File: config.mk
export PLATFORM = sky130hd
export DESIGN_NAME = ahp_serial_port
export DESIGN_NICKNAME = d
export VERILOG_FILES = /design/src/hw/ahp_pkg.sv /design/src/hw/ahp_serial_port.sv
export SDC_FILE = /design/constraint.sdc
export NUM_CORES = 1
export LEC_CHECK = 0
export BUFFER_PORTS_ARGS = -buffer_cell sky130_fd_sc_hd__buf_4
export CORE_MARGIN = 2
export CORE_UTILIZATION = 25
export CTS_BUF_LIST = sky130_fd_sc_hd__clkbuf_16
export DETAILED_ROUTE_END_ITERATION = 10
export SYNTH_ARGS = -nofsm -noshare
export SYNTH_HDL_FRONTEND = slang
export SYNTH_SLANG_ARGS = --single-unit
File: constraint.sdc
create_clock -name CLK -period 2.3 [get_ports CLK]
set_input_delay 0.46 -clock CLK [delete_from_list [all_inputs] [get_ports CLK]]
set_output_delay 0.46 -clock CLK [all_outputs]
set_load 0.005 [all_outputs]
File: src/hw/ahp_pkg.sv
`default_nettype none
package ahp_pkg;
    // Serial frame: one command byte, then one data word
    localparam int CMD_W = 8;
    localparam int DATA_W = 16;
    localparam int CNT_W = 5;
    localparam int CMD_RD_BIT = 7;
    localparam int CMD_IDX_LSB = 0;
    localparam int CMD_IDX_W = 2;
    // Register indices carried in the command byte
    localparam logic [1:0] IDX_CTRL = 2'h0;
    localparam logic [1:0] IDX_STATUS = 2'h1;
    localparam logic [1:0] IDX_RESULT = 2'h2;
    // Field positions
    localparam int CTRL_EXT_CLK_POS = 0;
    localparam int STAT_LOW_BATT_POS = 0;
    localparam int STAT_READY_POS = 1;
    // Reset values
    localparam logic CTRL_EXT_CLK_RST = 1'b0;
    // Timing
    localparam longint CLK_HZ = 125000000;
    localparam longint INT_OSC_HZ = 4915200;
    localparam int INT_DIV = int'(CLK_HZ / INT_OSC_HZ);
    localparam logic [4:0] INT_DIV_LAST = 5'(INT_DIV - 1);

    typedef enum logic [1:0] {
        ST_CMD = 2'b00,
        ST_WDATA = 2'b01,
        ST_RDATA = 2'b10,
        ST_DONE = 2'b11
    } ahp_state_t;
endpackage : ahp_pkg
`default_nettype wire

File: src/hw/ahp_serial_port.sv
`timescale 1ns/1ps
`default_nettype none

// What this block does
// Control bit set: external clock pin paces modulator and filter.
// Control bit clear: internal oscillator paces them; external pin ignored.
// External-clock select reads zero after reset.
// Low battery input sets the display indicator and a latched status flag.
// Low battery flag stays set until software reads or clears status.
// Conversion-done output low while a new unread result waits.
// Serial port responds only while chip select is low.
// Input bit captured on each serial clock rising edge with select low during the command and write-data phases.
// Host supplies the serial clock and may idle it either level.
// Port works whether the serial clock idles high or low.
// Serial output driven only for a register read query.
// Serial output moves to the next bit on each falling edge.
// Serial output released whenever chip select is high.
module ahp_serial_port
    import ahp_pkg::*;
#(
    parameter int DW = DATA_W
) (
    input wire logic CLK,
    input wire logic SRST,
    input wire logic SCLK,
    input wire logic CS_N,
    input wire logic DIN,
    output logic DOUT,
    output logic DOUT_OE,
    input wire logic EXT_CLK,
    output logic MOD_TICK,
    input wire logic BATT_LOW,
    output logic LOW_BATT_SEG,
    input wire logic [DW-1:0] RESULT,
    input wire logic RESULT_VALID,
    output logic EOC_N
);

    // Shifters need two bits at least; the check caps the word at sixteen bits, below what the five-bit counter serves
    if (DW < 2 || DW > 16) begin : g_dw_check
        $error("DW must be 2 to 16");
    end

    logic sclk_s1_q, sclk_s2_q, sclk_s3_q;
    logic cs_s1_q, cs_s2_q;
    logic din_s1_q, din_s2_q;
    logic ext_s1_q, ext_s2_q, ext_s3_q;
    logic batt_s1_q, batt_s2_q;

    always_ff @(posedge CLK) begin
        if (SRST) begin
            sclk_s1_q <= 1'b0;
            sclk_s2_q <= 1'b0;
            sclk_s3_q <= 1'b0;
            cs_s1_q <= 1'b1;
            cs_s2_q <= 1'b1;
            din_s1_q <= 1'b0;
            din_s2_q <= 1'b0;
            ext_s1_q <= 1'b0;
            ext_s2_q <= 1'b0;
            ext_s3_q <= 1'b0;
            batt_s1_q <= 1'b0;
            batt_s2_q <= 1'b0;
        end else begin
            sclk_s1_q <= SCLK;
            sclk_s2_q <= sclk_s1_q;
            sclk_s3_q <= sclk_s2_q;
            cs_s1_q <= CS_N;
            cs_s2_q <= cs_s1_q;
            din_s1_q <= DIN;
            din_s2_q <= din_s1_q;
            ext_s1_q <= EXT_CLK;
            ext_s2_q <= ext_s1_q;
            ext_s3_q <= ext_s2_q;
            batt_s1_q <= BATT_LOW;
            batt_s2_q <= batt_s1_q;
        end
    end

    logic sel_n;
    logic sclk_rise, sclk_fall, ext_rise;
    assign sel_n = cs_s2_q;
    // Edges are found on the sampled level, so idle polarity does not matter
    assign sclk_rise = !sel_n && sclk_s2_q && !sclk_s3_q;
    assign sclk_fall = !sel_n && !sclk_s2_q && sclk_s3_q;
    assign ext_rise = ext_s2_q && !ext_s3_q;

    ahp_state_t state_q;
    logic [CNT_W-1:0] cnt_q;
    logic [CMD_W-1:0] cmd_q;
    logic [DW-1:0] shin_q, shout_q;
    logic [CMD_W-1:0] cmd_next;
    logic [CMD_IDX_W-1:0] idx_next;
    logic cmd_done, wr_done, stat_rd, res_rd, stat_wr;

    logic ext_sel_q;
    logic low_batt_flag_q;
    logic ready_q;
    logic [DW-1:0] result_q;
    logic [DW-1:0] rd_word;
    logic [DW-1:0] wr_word;

    assign cmd_next = {cmd_q[CMD_W-2:0], din_s2_q};
    assign idx_next = cmd_next[CMD_IDX_LSB +: CMD_IDX_W];
    assign cmd_done = state_q == ST_CMD && sclk_rise && cnt_q == CNT_W'(CMD_W - 1);
    assign wr_done = state_q == ST_WDATA && sclk_rise && cnt_q == CNT_W'(DW - 1);
    assign stat_rd = cmd_done && cmd_next[CMD_RD_BIT] && idx_next == IDX_STATUS;
    assign res_rd = cmd_done && cmd_next[CMD_RD_BIT] && idx_next == IDX_RESULT;
    assign stat_wr = wr_done && cmd_q[CMD_IDX_LSB +: CMD_IDX_W] == IDX_STATUS;
    // Data word as it stands once its last bit is in
    assign wr_word = {shin_q[DW-2:0], din_s2_q};

    always_comb begin
        rd_word = '0;
        case (idx_next)
            IDX_CTRL: rd_word[CTRL_EXT_CLK_POS] = ext_sel_q;
            IDX_STATUS: begin
                rd_word[STAT_LOW_BATT_POS] = low_batt_flag_q;
                rd_word[STAT_READY_POS] = ready_q;
            end
            IDX_RESULT: rd_word = result_q;
            default: rd_word = '0;
        endcase
    end

    // Frame sequencer; chip select high returns it to the command phase
    always_ff @(posedge CLK) begin
        if (SRST || sel_n) begin
            state_q <= ST_CMD;
            cnt_q <= '0;
            cmd_q <= '0;
            shin_q <= '0;
        end else if (sclk_rise) begin
            case (state_q)
                ST_CMD: begin
                    cmd_q <= cmd_next;
                    if (cmd_done) begin
                        cnt_q <= '0;
                        state_q <= cmd_next[CMD_RD_BIT] ? ST_RDATA : ST_WDATA;
                    end else begin
                        cnt_q <= cnt_q + 1'b1;
                    end
                end
                ST_WDATA: begin
                    shin_q <= {shin_q[DW-2:0], din_s2_q};
                    cnt_q <= cnt_q + 1'b1;
                    if (wr_done) begin
                        state_q <= ST_DONE;
                    end
                end
                ST_RDATA: begin
                    cnt_q <= cnt_q + 1'b1;
                    if (cnt_q == CNT_W'(DW - 1)) begin
                        state_q <= ST_DONE;
                    end
                end
                ST_DONE: state_q <= ST_DONE;
                default: state_q <= ST_CMD;
            endcase
        end
    end

    // Output shifter: word loaded when the command ends, bits move on falling edges
    always_ff @(posedge CLK) begin
        if (SRST || sel_n) begin
            shout_q <= '0;
            DOUT <= 1'b0;
        end else if (cmd_done) begin
            shout_q <= rd_word;
        end else if (sclk_fall && state_q == ST_RDATA) begin
            DOUT <= shout_q[DW-1];
            shout_q <= {shout_q[DW-2:0], 1'b0};
        end
    end

    // Released while deselected and outside a read
    assign DOUT_OE = !sel_n && state_q == ST_RDATA;

    always_ff @(posedge CLK) begin
        if (SRST) begin
            ext_sel_q <= CTRL_EXT_CLK_RST;
        end else if (wr_done && cmd_q[CMD_IDX_LSB +: CMD_IDX_W] == IDX_CTRL) begin
            ext_sel_q <= wr_word[CTRL_EXT_CLK_POS];
        end
    end

    // Modulator and filter pace; the unselected source is ignored
    logic [4:0] div_q;
    logic int_tick;
    assign int_tick = div_q == INT_DIV_LAST;

    always_ff @(posedge CLK) begin
        if (SRST || int_tick) begin
            div_q <= '0;
        end else begin
            div_q <= div_q + 1'b1;
        end
    end

    always_ff @(posedge CLK) begin
        if (SRST) begin
            MOD_TICK <= 1'b0;
        end else begin
            MOD_TICK <= ext_sel_q ? ext_rise : int_tick;
        end
    end

    // Set wins over a clear in the same cycle
    always_ff @(posedge CLK) begin
        if (SRST) begin
            low_batt_flag_q <= 1'b0;
        end else begin
            low_batt_flag_q <= batt_s2_q || (low_batt_flag_q && !stat_rd &&
                !(stat_wr && wr_word[STAT_LOW_BATT_POS]));
        end
    end
    assign LOW_BATT_SEG = low_batt_flag_q;

    always_ff @(posedge CLK) begin
        if (SRST) begin
            ready_q <= 1'b0;
            result_q <= '0;
        end else if (RESULT_VALID) begin
            ready_q <= 1'b1;
            result_q <= RESULT;
        end else if (res_rd) begin
            ready_q <= 1'b0;
        end
    end
    assign EOC_N = !ready_q;

    // Link checks
    a_dout_released: assert property (@(posedge CLK) disable iff (SRST)
        $past(CS_N, 2) |-> !DOUT_OE)
        else $error("serial output driven while deselected");
    a_dout_read_only: assert property (@(posedge CLK) disable iff (SRST)
        DOUT_OE |-> cmd_q[CMD_RD_BIT] && cnt_q < CNT_W'(DW))
        else $error("serial output driven outside a read");
    a_oe_on_read: assert property (@(posedge CLK) disable iff (SRST)
        (cmd_done && cmd_next[CMD_RD_BIT]) |=> DOUT_OE || sel_n)
        else $error("read query not answered");
    a_dout_on_fall: assert property (@(posedge CLK) disable iff (SRST)
        (!sel_n && $changed(DOUT)) |-> $past(sclk_fall))
        else $error("output moved off a falling edge");
    a_shift_on_fall: assert property (@(posedge CLK) disable iff (SRST)
        (state_q == ST_RDATA && sclk_fall) |=> shout_q == {$past(shout_q[DW-2:0]), 1'b0})
        else $error("output word not shifted");
    a_capture_edge: assert property (@(posedge CLK) disable iff (SRST)
        (state_q == ST_CMD && sclk_rise && !cmd_done) |=> cnt_q == $past(cnt_q) + 1'b1)
        else $error("input bit not counted");
    a_wdata_count: assert property (@(posedge CLK) disable iff (SRST)
        (state_q == ST_WDATA && sclk_rise) |=> cnt_q == $past(cnt_q) + 1'b1)
        else $error("data bit not counted");
    a_deselect_idle: assert property (@(posedge CLK) disable iff (SRST)
        sel_n |=> state_q == ST_CMD && cnt_q == '0)
        else $error("frame kept while deselected");

    // Pace checks
    a_ext_sel_reset: assert property (@(posedge CLK)
        (!SRST && $past(SRST)) |-> !ext_sel_q)
        else $error("external select not zero after reset");
    a_ctrl_write: assert property (@(posedge CLK) disable iff (SRST)
        (wr_done && cmd_q[CMD_IDX_LSB +: CMD_IDX_W] == IDX_CTRL)
        |=> ext_sel_q == $past(wr_word[CTRL_EXT_CLK_POS]))
        else $error("clock select not written");
    a_ext_tick_used: assert property (@(posedge CLK) disable iff (SRST)
        (ext_sel_q && ext_rise) |=> MOD_TICK)
        else $error("external edge not passed on");
    a_ext_only: assert property (@(posedge CLK) disable iff (SRST)
        (ext_sel_q && !ext_rise) |=> !MOD_TICK)
        else $error("pace tick without external edge");
    a_int_tick_only: assert property (@(posedge CLK) disable iff (SRST)
        (!ext_sel_q && !int_tick) |=> !MOD_TICK)
        else $error("pace tick without internal tick");
    a_int_tick_used: assert property (@(posedge CLK) disable iff (SRST)
        (!ext_sel_q && int_tick) |=> MOD_TICK)
        else $error("internal tick not passed on");

    // Status and result checks
    a_low_batt_set: assert property (@(posedge CLK) disable iff (SRST)
        batt_s2_q |=> low_batt_flag_q && LOW_BATT_SEG)
        else $error("low battery not latched");
    a_low_batt_hold: assert property (@(posedge CLK) disable iff (SRST)
        (low_batt_flag_q && !stat_rd && !stat_wr) |=> low_batt_flag_q)
        else $error("low battery flag lost");
    a_low_batt_clear: assert property (@(posedge CLK) disable iff (SRST)
        (stat_rd && !batt_s2_q) |=> !low_batt_flag_q)
        else $error("low battery flag kept after read");
    a_low_batt_wclr: assert property (@(posedge CLK) disable iff (SRST)
        (stat_wr && wr_word[STAT_LOW_BATT_POS] && !batt_s2_q) |=> !low_batt_flag_q)
        else $error("low battery flag kept after write");
    a_eoc_ready: assert property (@(posedge CLK) disable iff (SRST)
        RESULT_VALID |=> !EOC_N)
        else $error("result ready not shown");
    a_eoc_hold: assert property (@(posedge CLK) disable iff (SRST)
        (!EOC_N && !res_rd) |=> !EOC_N)
        else $error("result ready lost before read");
    a_eoc_clear: assert property (@(posedge CLK) disable iff (SRST)
        (res_rd && !RESULT_VALID) |=> EOC_N)
        else $error("result ready kept after read");

    c_read_frame: cover property (@(posedge CLK) disable iff (SRST)
        state_q == ST_RDATA && sclk_fall);
    c_write_ctrl: cover property (@(posedge CLK) disable iff (SRST)
        wr_done && cmd_q[CMD_IDX_LSB +: CMD_IDX_W] == IDX_CTRL);
    c_ext_mode: cover property (@(posedge CLK) disable iff (SRST) ext_sel_q && MOD_TICK);
    c_low_batt_read: cover property (@(posedge CLK) disable iff (SRST) stat_rd && low_batt_flag_q);
    c_status_clear: cover property (@(posedge CLK) disable iff (SRST) stat_wr && low_batt_flag_q);

endmodule : ahp_serial_port

`default_nettype wire

==> results of run 1 <==
==> cell usage in the layout (no fill, tap or decap), types with 3 or more instances in the layout <==
| cell type | Yosys | routed |
|---|---|---|
| nor2_1 | 24 | 24 |
| nand3_1 | 3 | 3 |
| a221o_1 | 14 | 14 |
| nand4bb_1 | 4 | 4 |
| clkbuf_16 | 0 | 9 |
| bufinv_16 | 0 | 3 |
| mux2i_1 | 18 | 18 |
| and2_1 | 7 | 7 |
| o41ai_1 | 3 | 3 |
| nor2b_1 | 11 | 11 |
| ha_1 | 13 | 13 |
| and3_1 | 9 | 9 |
| or2_2 | 3 | 3 |
| inv_1 | 12 | 12 |
| o21ai_0 | 3 | 3 |
| buf_4 | 1 | 34 |
| nand2_1 | 27 | 27 |
| o2111a_1 | 7 | 7 |
| a21oi_1 | 13 | 13 |
| dfxtp_1 | 68 | 68 |
==> final cells by class <==
class	instances	area [um2]
Tap cell	143	178.9
Sequential cell	68	1361
Fill cell	1189	7747
Inverter	12	45.04
Clock buffer	9	225.2
Multi-Input combinational cell	189	1393
Timing Repair Buffer	34	255.2
Clock inverter	7	115.1
==> flip-flops by register name, indices dropped and copies added (netlist names), 2 cells and up <==
name      cells
result_q     16
shout_q      16
cmd_q         7
cnt_q         5
div_q         5
state_q       2
==> metrics by stage <==
stage,std cells,utilization (%)
after floorplan,286,-
after global placement,446,28.56
after detailed placement,446,28.56
after CTS,462,31.56
after global routing,462,31.56
final,462,31.56
==> kinds of logic (layout without fill, tap and decap cells) <==
group / after synthesis / in the layout / share of synthesized area, %
mux: 18 / 18 / 6.255
xor+xnor: 4 / 4 / 1.217
buf+inv: 29 / 62 / 4.387
compound gates: 54 / 54 / 16.25
flops: 68 / 68 / 47.26
fa+ha+maj: 13 / 13 / 5.647
simple gates: 100 / 100 / 18.98
==> power breakdown <==
part	internal (mW)	switching (mW)
Sequential	1.21	0.0237
Clock	1.05	0.504
Combinational	0.0641	0.0511
==> path summary, 6_finish.rpt <==
kind | startpoint | end | slack (ns) | cells after the start
worst min-delay path | CS_N | cs_s1_q$_SDFF_PP1_ | 0.31 | 2
worst max-delay path | state_q[0]$_SDFFE_PP0P_ | shout_q[8]$_SDFFE_PP0P_ | 0.21 | 5
worst min register to register | cs_s1_q$_SDFF_PP1_ | cs_s2_q$_SDFF_PP1_ | 0.42 | 1
worst max register to register | state_q[0]$_SDFFE_PP0P_ | shout_q[8]$_SDFFE_PP0P_ | 0.21 | 5
==> critical path, stage by stage, from the launching register on <==
cell and delay, ns:
dfxtp_1 0.33, inv_1 0.12, ha_1 0.24, nor4bb_1 0.47, and4_1 0.62, a221o_1 0.25
==> routing by layer <==
metal	routed length, um	share of wire, %	vias to the layer above
li1	-	-	1081
met5	0	0	-
met2	2569	42	50
met3	369	6.1	10
met1	2999	49	1005
met4	132	2.2	0
==> results_dict.tcl, run 1 <==
set metrics [dict create \
    drt_iter0_drc 87 \
    coreArea_um2 11320 \
    initial_core_util_pct 25.44 \
    skew_ns 0.002765 \
    cts_root_buffer "clkbuf_16" \
    syn_nets 323 \
    tritoncts "yes" \
    yosysSeqAreaShare_pct 47.26 \
    netlist_area_um2 2880 \
    tightestPinTransition_ns 0.8195 \
    final_max_slew_viol_count 0 \
    port_buffers 28 \
    async_flop_share_pct 0 \
    tns_ns 0 \
    synth-edff-count 0 \
    arrival_ns 2.36 \
    ctsHoldBuffers 0 \
    numClockSinks 68 \
    clk_latency_ns 0.33 \
    ant_nets 0 \
    synth_area_leaders "dfxtp_1 47%, mux2i_1 6.3%, ha_1 5.6%" \
    crit_path_start_kind "flop" \
    busiest_layer "met2" \
    yosysTopAreaCellShare_pct 47.26 \
    place_ws_ns 0.2659 \
    die_w_um 111.3 \
    postCtsSetupBuffers 0 \
    cp.required_ns 2.57 \
    hold_slack_ns 0.3072 \
    clk_path_buf_depth 2 \
    grt_pass1_vias 2060 \
    design_power_total_mw 2.907 \
    min_period_over_period_pct 90.93 \
    synthDistinctLibCells 48 \
    fp.dieArea_um2 12400 \
    crit_path_end_kind "flop" \
    n_antenna_cell 0 \
    power_density_nw_per_um2 813.4 \
    period_minus_slack_ns 2.091 \
    grt_use_met3_pct 3.865 \
    ys_top_cells_by_count "68 x dfxtp_1, 27 x nand2_1, 24 x nor2_1" \
    layout-drive-gt1-share_pct 18.81 \
    timing.max_cap.violations 0 \
    die_h_um 111.3 \
    pin_count 29 \
    syn_inst 286 \
    drt_drc_violations_left 0 \
    grt_max_degree 22 \
    ir_worst_vdd_uv 375.6 \
    cts_resized 0 \
    synth_area_leader_cell "dfxtp_1" \
    critPathKind "reg2reg" \
    grt_util_met2_pct 14.76 \
    htree_levels 3 \
    setup-violations-final 0 \
    crit_fanout 14 \
    yosys_warnings 0 \
    synth.most_common_cell "dfxtp_1" \
    fin_ws_ns 0.2086 \
    dpl-instance-area_um2 3233 \
    ys.flop_type "dfxtp_1" \
    rows 39 \
    hpwl_mm 4.263 \
    routedWlPerCell_um 13.14 \
    p_leak_nw 1.396 \
    rsz0062_at_grt "false" \
    vias 2146 \
    wirelength_mm 6.070 \
    cts_buffers 9 \
    final_nets 351 \
    ys_seq_elements 68 \
    grt_first_pass_wirelength_mm 10.07 \
    vias_per_cell 4.645 \
    outcome "finished, final reports clean" \
    routabilityCongestion 0.8054 \
    track_usage_pct 10.21 \
    path_clk_slew_ns 0.05 \
    overflow 0 \
    fmax_mhz 478.2 \
    fin_area_um2 3573 \
    slew_headroom_pct 44.60 \
    synth.avg_cell_area_um2 10.07 \
    antenna_found_initial 0 \
    syn2layout_area_growth_pct 24.07 \
    hold_class "in2reg" \
    firstDrtPassIters 4 \
    hold_viol 0 \
    grt_use_met1_pct 13.57 \
]
Note: power is estimated with default switching activity, not from simulation.
==> run 2: changes to the inputs <==
- CORE_UTILIZATION: 25 -> 35
- TNS_END_PERCENT: default -> 100
==> run 2 against run 1 <==
Effect of this change:
- cell area decreased by 2.2%
- critical path depth increased by 1
- clock power fell by 9%
- worst setup slack better by 0.17 ns
- via count is essentially flat
- flip-flop and latch count is the same
- first-iteration DRC count up 23%
- register-to-register slack gained 0.17 ns
- non-clock buffer count is the same
- die area is 28% lower
==> results_dict.tcl, run 2 (synthesized netlist as in run 1, its figures left out) <==
set metrics [dict create \
    wirelength_mm 5.861 \
    tritoncts "yes" \
    timing.max_cap.violations 0 \
    antenna_found_initial 0 \
    clk_latency_ns 0.33 \
    cts_resized 0 \
    layout-drive-gt1-share_pct 18.18 \
    port_buffers 28 \
    n_antenna_cell 0 \
    htree_levels 3 \
    largest_registers "result_q (16), shout_q (16), cmd_q (7)" \
    design_power_total_mw 2.766 \
    crit_fanout 11 \
    final_nets 351 \
    power.clock.fraction_pct 51.2 \
    routedWlPerCell_um 13.82 \
    fmax_mhz 520.0 \
    outcome "finished, final reports clean" \
    syn2layout_area_growth_pct 21.29 \
    tightestPinTransition_ns 0.6940 \
    grt_first_pass_wirelength_mm 9.963 \
    rsz0062_at_grt "false" \
    skew_ns 0.005987 \
    crit_path_start_kind "flop" \
    hold_viol 0 \
    pin_count 29 \
    crit_path_end_kind "flop" \
    cts_root_buffer "clkbuf_16" \
    p_sw_mw 0.5567 \
    arrival_ns 2.14 \
    ant_nets 0 \
    vias 2148 \
    pwr-share-comb_pct 4.1 \
    final_cell_mix "68 x dfxtp_1, 34 x buf_4, 27 x nand2_1, 24 x nor2_1, 18 x mux2i_1" \
    die_h_um 94.72 \
    slew_headroom_pct 53.08 \
    power_density_nw_per_um2 791.9 \
    hold_class "in2reg" \
    ir_worst_vdd_uv 394.6 \
    postCtsSetupBuffers 0 \
    fp.dieArea_um2 8971 \
    track_usage_pct 14.60 \
    clk_path_buf_depth 2 \
    numClockSinks 68 \
    hpwl_mm 3.912 \
    firstDrtPassIters 4 \
    p_int_mw 2.209 \
    min_period_over_period_pct 83.60 \
    drt_drc_violations_left 0 \
    p_leak_nw 1.392 \
    initial_core_util_pct 35.59 \
    setup-violations-final 0 \
    cts_buffers 9 \
    critPathKind "reg2reg" \
    sw_frac_of_total_pct 20.13 \
    coreArea_um2 8093 \
    tns_ns 0 \
    drt_iter0_drc 107 \
    vias_per_cell 5.066 \
    routabilityCongestion 0.8008 \
    path_clk_slew_ns 0.05 \
    rows 33 \
    ctsHoldBuffers 0 \
    final_common_cell "dfxtp_1" \
    cp.required_ns 2.52 \
    grt_pass1_vias 2003 \
    hold_slack_ns 0.3176 \
    grt_max_degree 22 \
    die_w_um 94.72 \
    final_max_slew_viol_count 0 \
    period_minus_slack_ns 1.923 \
    overflow 0 \
    power_frac_seq_pct 44.6 \
]
-- run 2: changes by cell type in the layout (fill, tap and decap cells not counted) --
cell	delta
bufinv_16	-1
clkinv_1	+1
clkinv_2	+1
clkinvlp_4	-2
inv_1	+1
-- run 2: final cells by class --
type / count / area [um2]
fillers: 802 / 4599
multi-input cells: 189 / 1393
flip-flops and latches: 68 / 1361
repair buffers: 34 / 255.2
clock buffers: 9 / 225.2
well taps: 105 / 131.4
clock inverters: 7 / 82.58
inverters: 12 / 45.04
-- run 2: critical path, stage by stage (launching register included) --
cell      delay, ns
dfxtp_1        0.33
inv_1          0.11
ha_1           0.21
nor4bb_1       0.35
buf_4          0.24
a21oi_1        0.21
a221o_1        0.35
-- run 2: metal layers --
layer  share of wire [%]  vias to the layer above  global-route usage (%)
met4                 2.5                        0                   7.609
li1                    -                     1083                       -
met2                  43                       40                   21.16
met5                   0                        -                       0
met3                 4.0                       13                   4.789
met1                  50                     1012                   19.24
-- run 2: metrics by stage --
stage	instance area (um2)	util [%]	instances	worst slack [ns]
after detailed placement	3186	39.36	408	0.3751
after global routing	3493	43.17	424	0.1812
after CTS	3493	43.17	424	0.3545
after floorplan	2880	-	286	0.5713
after global placement	3186	39.36	408	0.4353
final	3493	43.17	424	0.3771
-- run 2: final timing paths --
kind / startpoint / slack (ns) / to / depth (start not counted)
worst max-delay path: state_q[0]$_SDFFE_PP0P_ / 0.38 / shout_q[10]$_SDFFE_PP0P_ / 6
worst min-delay path: CS_N / 0.32 / cs_s1_q$_SDFF_PP1_ / 2
worst max register to register: state_q[0]$_SDFFE_PP0P_ / 0.38 / shout_q[10]$_SDFFE_PP0P_ / 6
worst min register to register: cs_s1_q$_SDFF_PP1_ / 0.41 / cs_s2_q$_SDFF_PP1_ / 1
-- run 2: power groups by stage --
stage	logic, mW	registers [mW]	clock network [mW]
final	0.115	1.23	1.42
after floorplan	0.0709	1.25	0
after CTS	0.116	1.23	1.45
after detailed placement	0.116	1.26	0
after global routing	0.129	1.24	1.50
after global placement	0.113	1.26	0
==> run 3: changes to the inputs <==
- ABC_AREA: default -> 1
- clock period: 2.3 -> 2 ns (I/O delays scaled with it)
==> run 3 against run 2 <==
Effect of this change:
- cell area is 4.0% higher
- routed wire length is 4.1% higher
- sequential power is 15% higher
- sequential share of layout area is 1.5 points lower
- count of clock-buffer cells in the layout unchanged
- critical path type is now reg2out
- largest cell class is now sequential cells
==> results_dict.tcl, run 3 <==
set metrics [dict create \
    fin_ws_ns 0.1824 \
    final_max_slew_viol_count 0 \
    port_buffers 28 \
    clk_path_buf_depth 2 \
    n_antenna_cell 0 \
    rows 33 \
    power_density_nw_per_um2 868.1 \
    r2r_setup_slack_ns 0.42 \
    drt_drc_violations_left 0 \
    netlist_area_um2 3037 \
    path_clk_slew_ns 0.06 \
    slew_headroom_pct 61.26 \
    vias 2513 \
    ctsHoldBuffers 0 \
    arrival_ns 1.42 \
    placed_cells 515 \
    fp.dieArea_um2 9437 \
    largest_registers "result_q (16), shout_q (16), cmd_q (7)" \
    vias_per_cell 4.715 \
    tns_ns 0 \
    crit_path_end_kind "output port" \
    ys_top_cells_by_count "72 x nor2_1, 68 x dfxtp_1, 51 x nand3_1" \
    setup-violations-final 0 \
    cts_root_buffer "clkbuf_16" \
    min_period_over_period_pct 90.88 \
    final_cell_mix "72 x nor2_1, 68 x dfxtp_1, 51 x nand3_1, 50 x inv_1, 37 x buf_4" \
    tightestPinTransition_ns 0.5812 \
    firstDrtPassIters 4 \
    syn_inst 391 \
    initial_core_util_pct 36.59 \
    synth.most_common_cell "nor2_1" \
    yosys_warnings 0 \
    dpl-instance-area_um2 3306 \
    timing.max_cap.violations 0 \
    synth_area_leaders "dfxtp_1 45%, nor2_1 8.9%, nand3_1 8.4%" \
    async_flop_share_pct 0 \
    yosysTopAreaCellShare_pct 44.83 \
    ys_seq_elements 68 \
    hpwl_mm 4.161 \
    nFillCells 821 \
    grt_max_degree 25 \
    numClockSinks 68 \
    grt_pass1_vias 2519 \
    hold_viol 0 \
    yosysSeqAreaShare_pct 44.83 \
    layout-drive-gt1-share_pct 16.36 \
    fmax_mhz 550.2 \
    syn_nets 428 \
    crit_path_start_kind "flop" \
    fin_area_um2 3632 \
    ys.flop_type "dfxtp_1" \
    routedWlPerCell_um 11.44 \
    routabilityCongestion 0.8237 \
    die_h_um 97.15 \
    syn2layout_area_growth_pct 19.61 \
    period_minus_slack_ns 1.818 \
    grt_first_pass_wirelength_mm 11.10 \
    p_leak_nw 1.695 \
    cp.required_ns 1.60 \
    final_common_cell "nor2_1" \
    track_usage_pct 14.26 \
    stdcell_count 533 \
    skew_ns 0.006819 \
    overflow 0 \
    final_nets 460 \
    hold_class "in2reg" \
    synth.avg_cell_area_um2 7.766 \
    critPathKind "reg2out" \
    synthDistinctLibCells 34 \
    place_ws_ns 0.4129 \
    synth-edff-count 0 \
    rsz0062_at_grt "false" \
    tritoncts "yes" \
    coreArea_um2 8299 \
    ant_nets 0 \
    ir_worst_vdd_uv 394.8 \
    cts_buffers 9 \
    clk_latency_ns 0.33 \
    drt_iter0_drc 130 \
    pin_count 29 \
    wirelength_mm 6.099 \
    crit_fanout 10 \
    antenna_found_initial 0 \
    synth_area_leader_cell "dfxtp_1" \
    outcome "finished, final reports clean" \
    die_w_um 97.15 \
    fin_util_pct 43.77 \
    htree_levels 3 \
]
-- run 3: power by group --
part	switching (mW)	internal [mW]	leakage [nW]	total, mW
sequential	0.0233	1.40	0.555	1.42
clock	0.619	0.981	0.151	1.60
combinational	0.0705	0.0637	0.989	0.134
total	0.712	2.44	1.70	3.15
-- run 3: logic make-up (layout without fill, tap and decap cells) --
family,count (synthesis),after routing,synth area share (%)
buffers and inverters,71,108,11.04
AO/OA/AOI/OAI,45,45,7.747
flip-flops,68,68,44.83
adder cells (fa/ha/maj),13,13,5.357
AND/OR/NAND/NOR,191,191,30.16
XOR/XNOR,3,3,0.8654
-- run 3: final timing paths --
path	start	endpoint	cells after the start
setup / recovery	state_q[0]$_SDFFE_PP0P_	DOUT_OE	6
hold / removal	CS_N	cs_s1_q$_SDFF_PP1_	2
setup reg to reg	cnt_q[0]$_SDFFE_PP0P_	ext_sel_q$_SDFFE_PP0P_	9
hold reg to reg	sclk_s1_q$_SDFF_PP0_	sclk_s2_q$_SDFF_PP0_	2
-- run 3: timing repair --
item | 4_1_cts | 5_1_grt
gates resized for setup | 0 | 1
setup buffers | 0 | 2
endpoints found under the hold margin | 0 | 0
endpoints found under the setup margin | 0 | 1
-- run 3: cell type report --
class / instances / area, um2 / share of cell area, %
Sequential cell: 68 / 1361 / 37.48
Tap cell: 105 / 131.4 / 3.617
Inverter: 54 / 202.7 / 5.580
Timing Repair Buffer: 38 / 289.0 / 7.957
Clock buffer: 9 / 225.2 / 6.200
Clock inverter: 7 / 82.58 / 2.274
Multi-Input combinational cell: 252 / 1340 / 36.89
-- run 3: routing by layer --
metal / share of wire [%] / vias to the layer above / GRT usage [%]
li1: - / 1322 / -
met4: 1.5 / 0 / 4.334
met5: 0 / - / 0
met2: 47 / 50 / 24.57
met3: 5.4 / 11 / 5.180
met1: 47 / 1130 / 16.51
-- run 3: through the flow --
stage | power, mW | hold slack [ns]
after floorplan | 1.517 | 0.3883
after global placement | 1.581 | 0.3912
after detailed placement | 1.584 | 0.3957
after CTS | 3.202 | 0.2379
after global routing | 3.286 | 0.2427
final | 3.153 | 0.2505
-- run 3: worst max-delay path: stages, from the launching register on --
cell and delay (ns):
dfxtp_1 0.33, inv_1 0.11, ha_1 0.17, inv_1 0.05, nor2_2 0.14, buf_6 0.17
buf_4 0.11
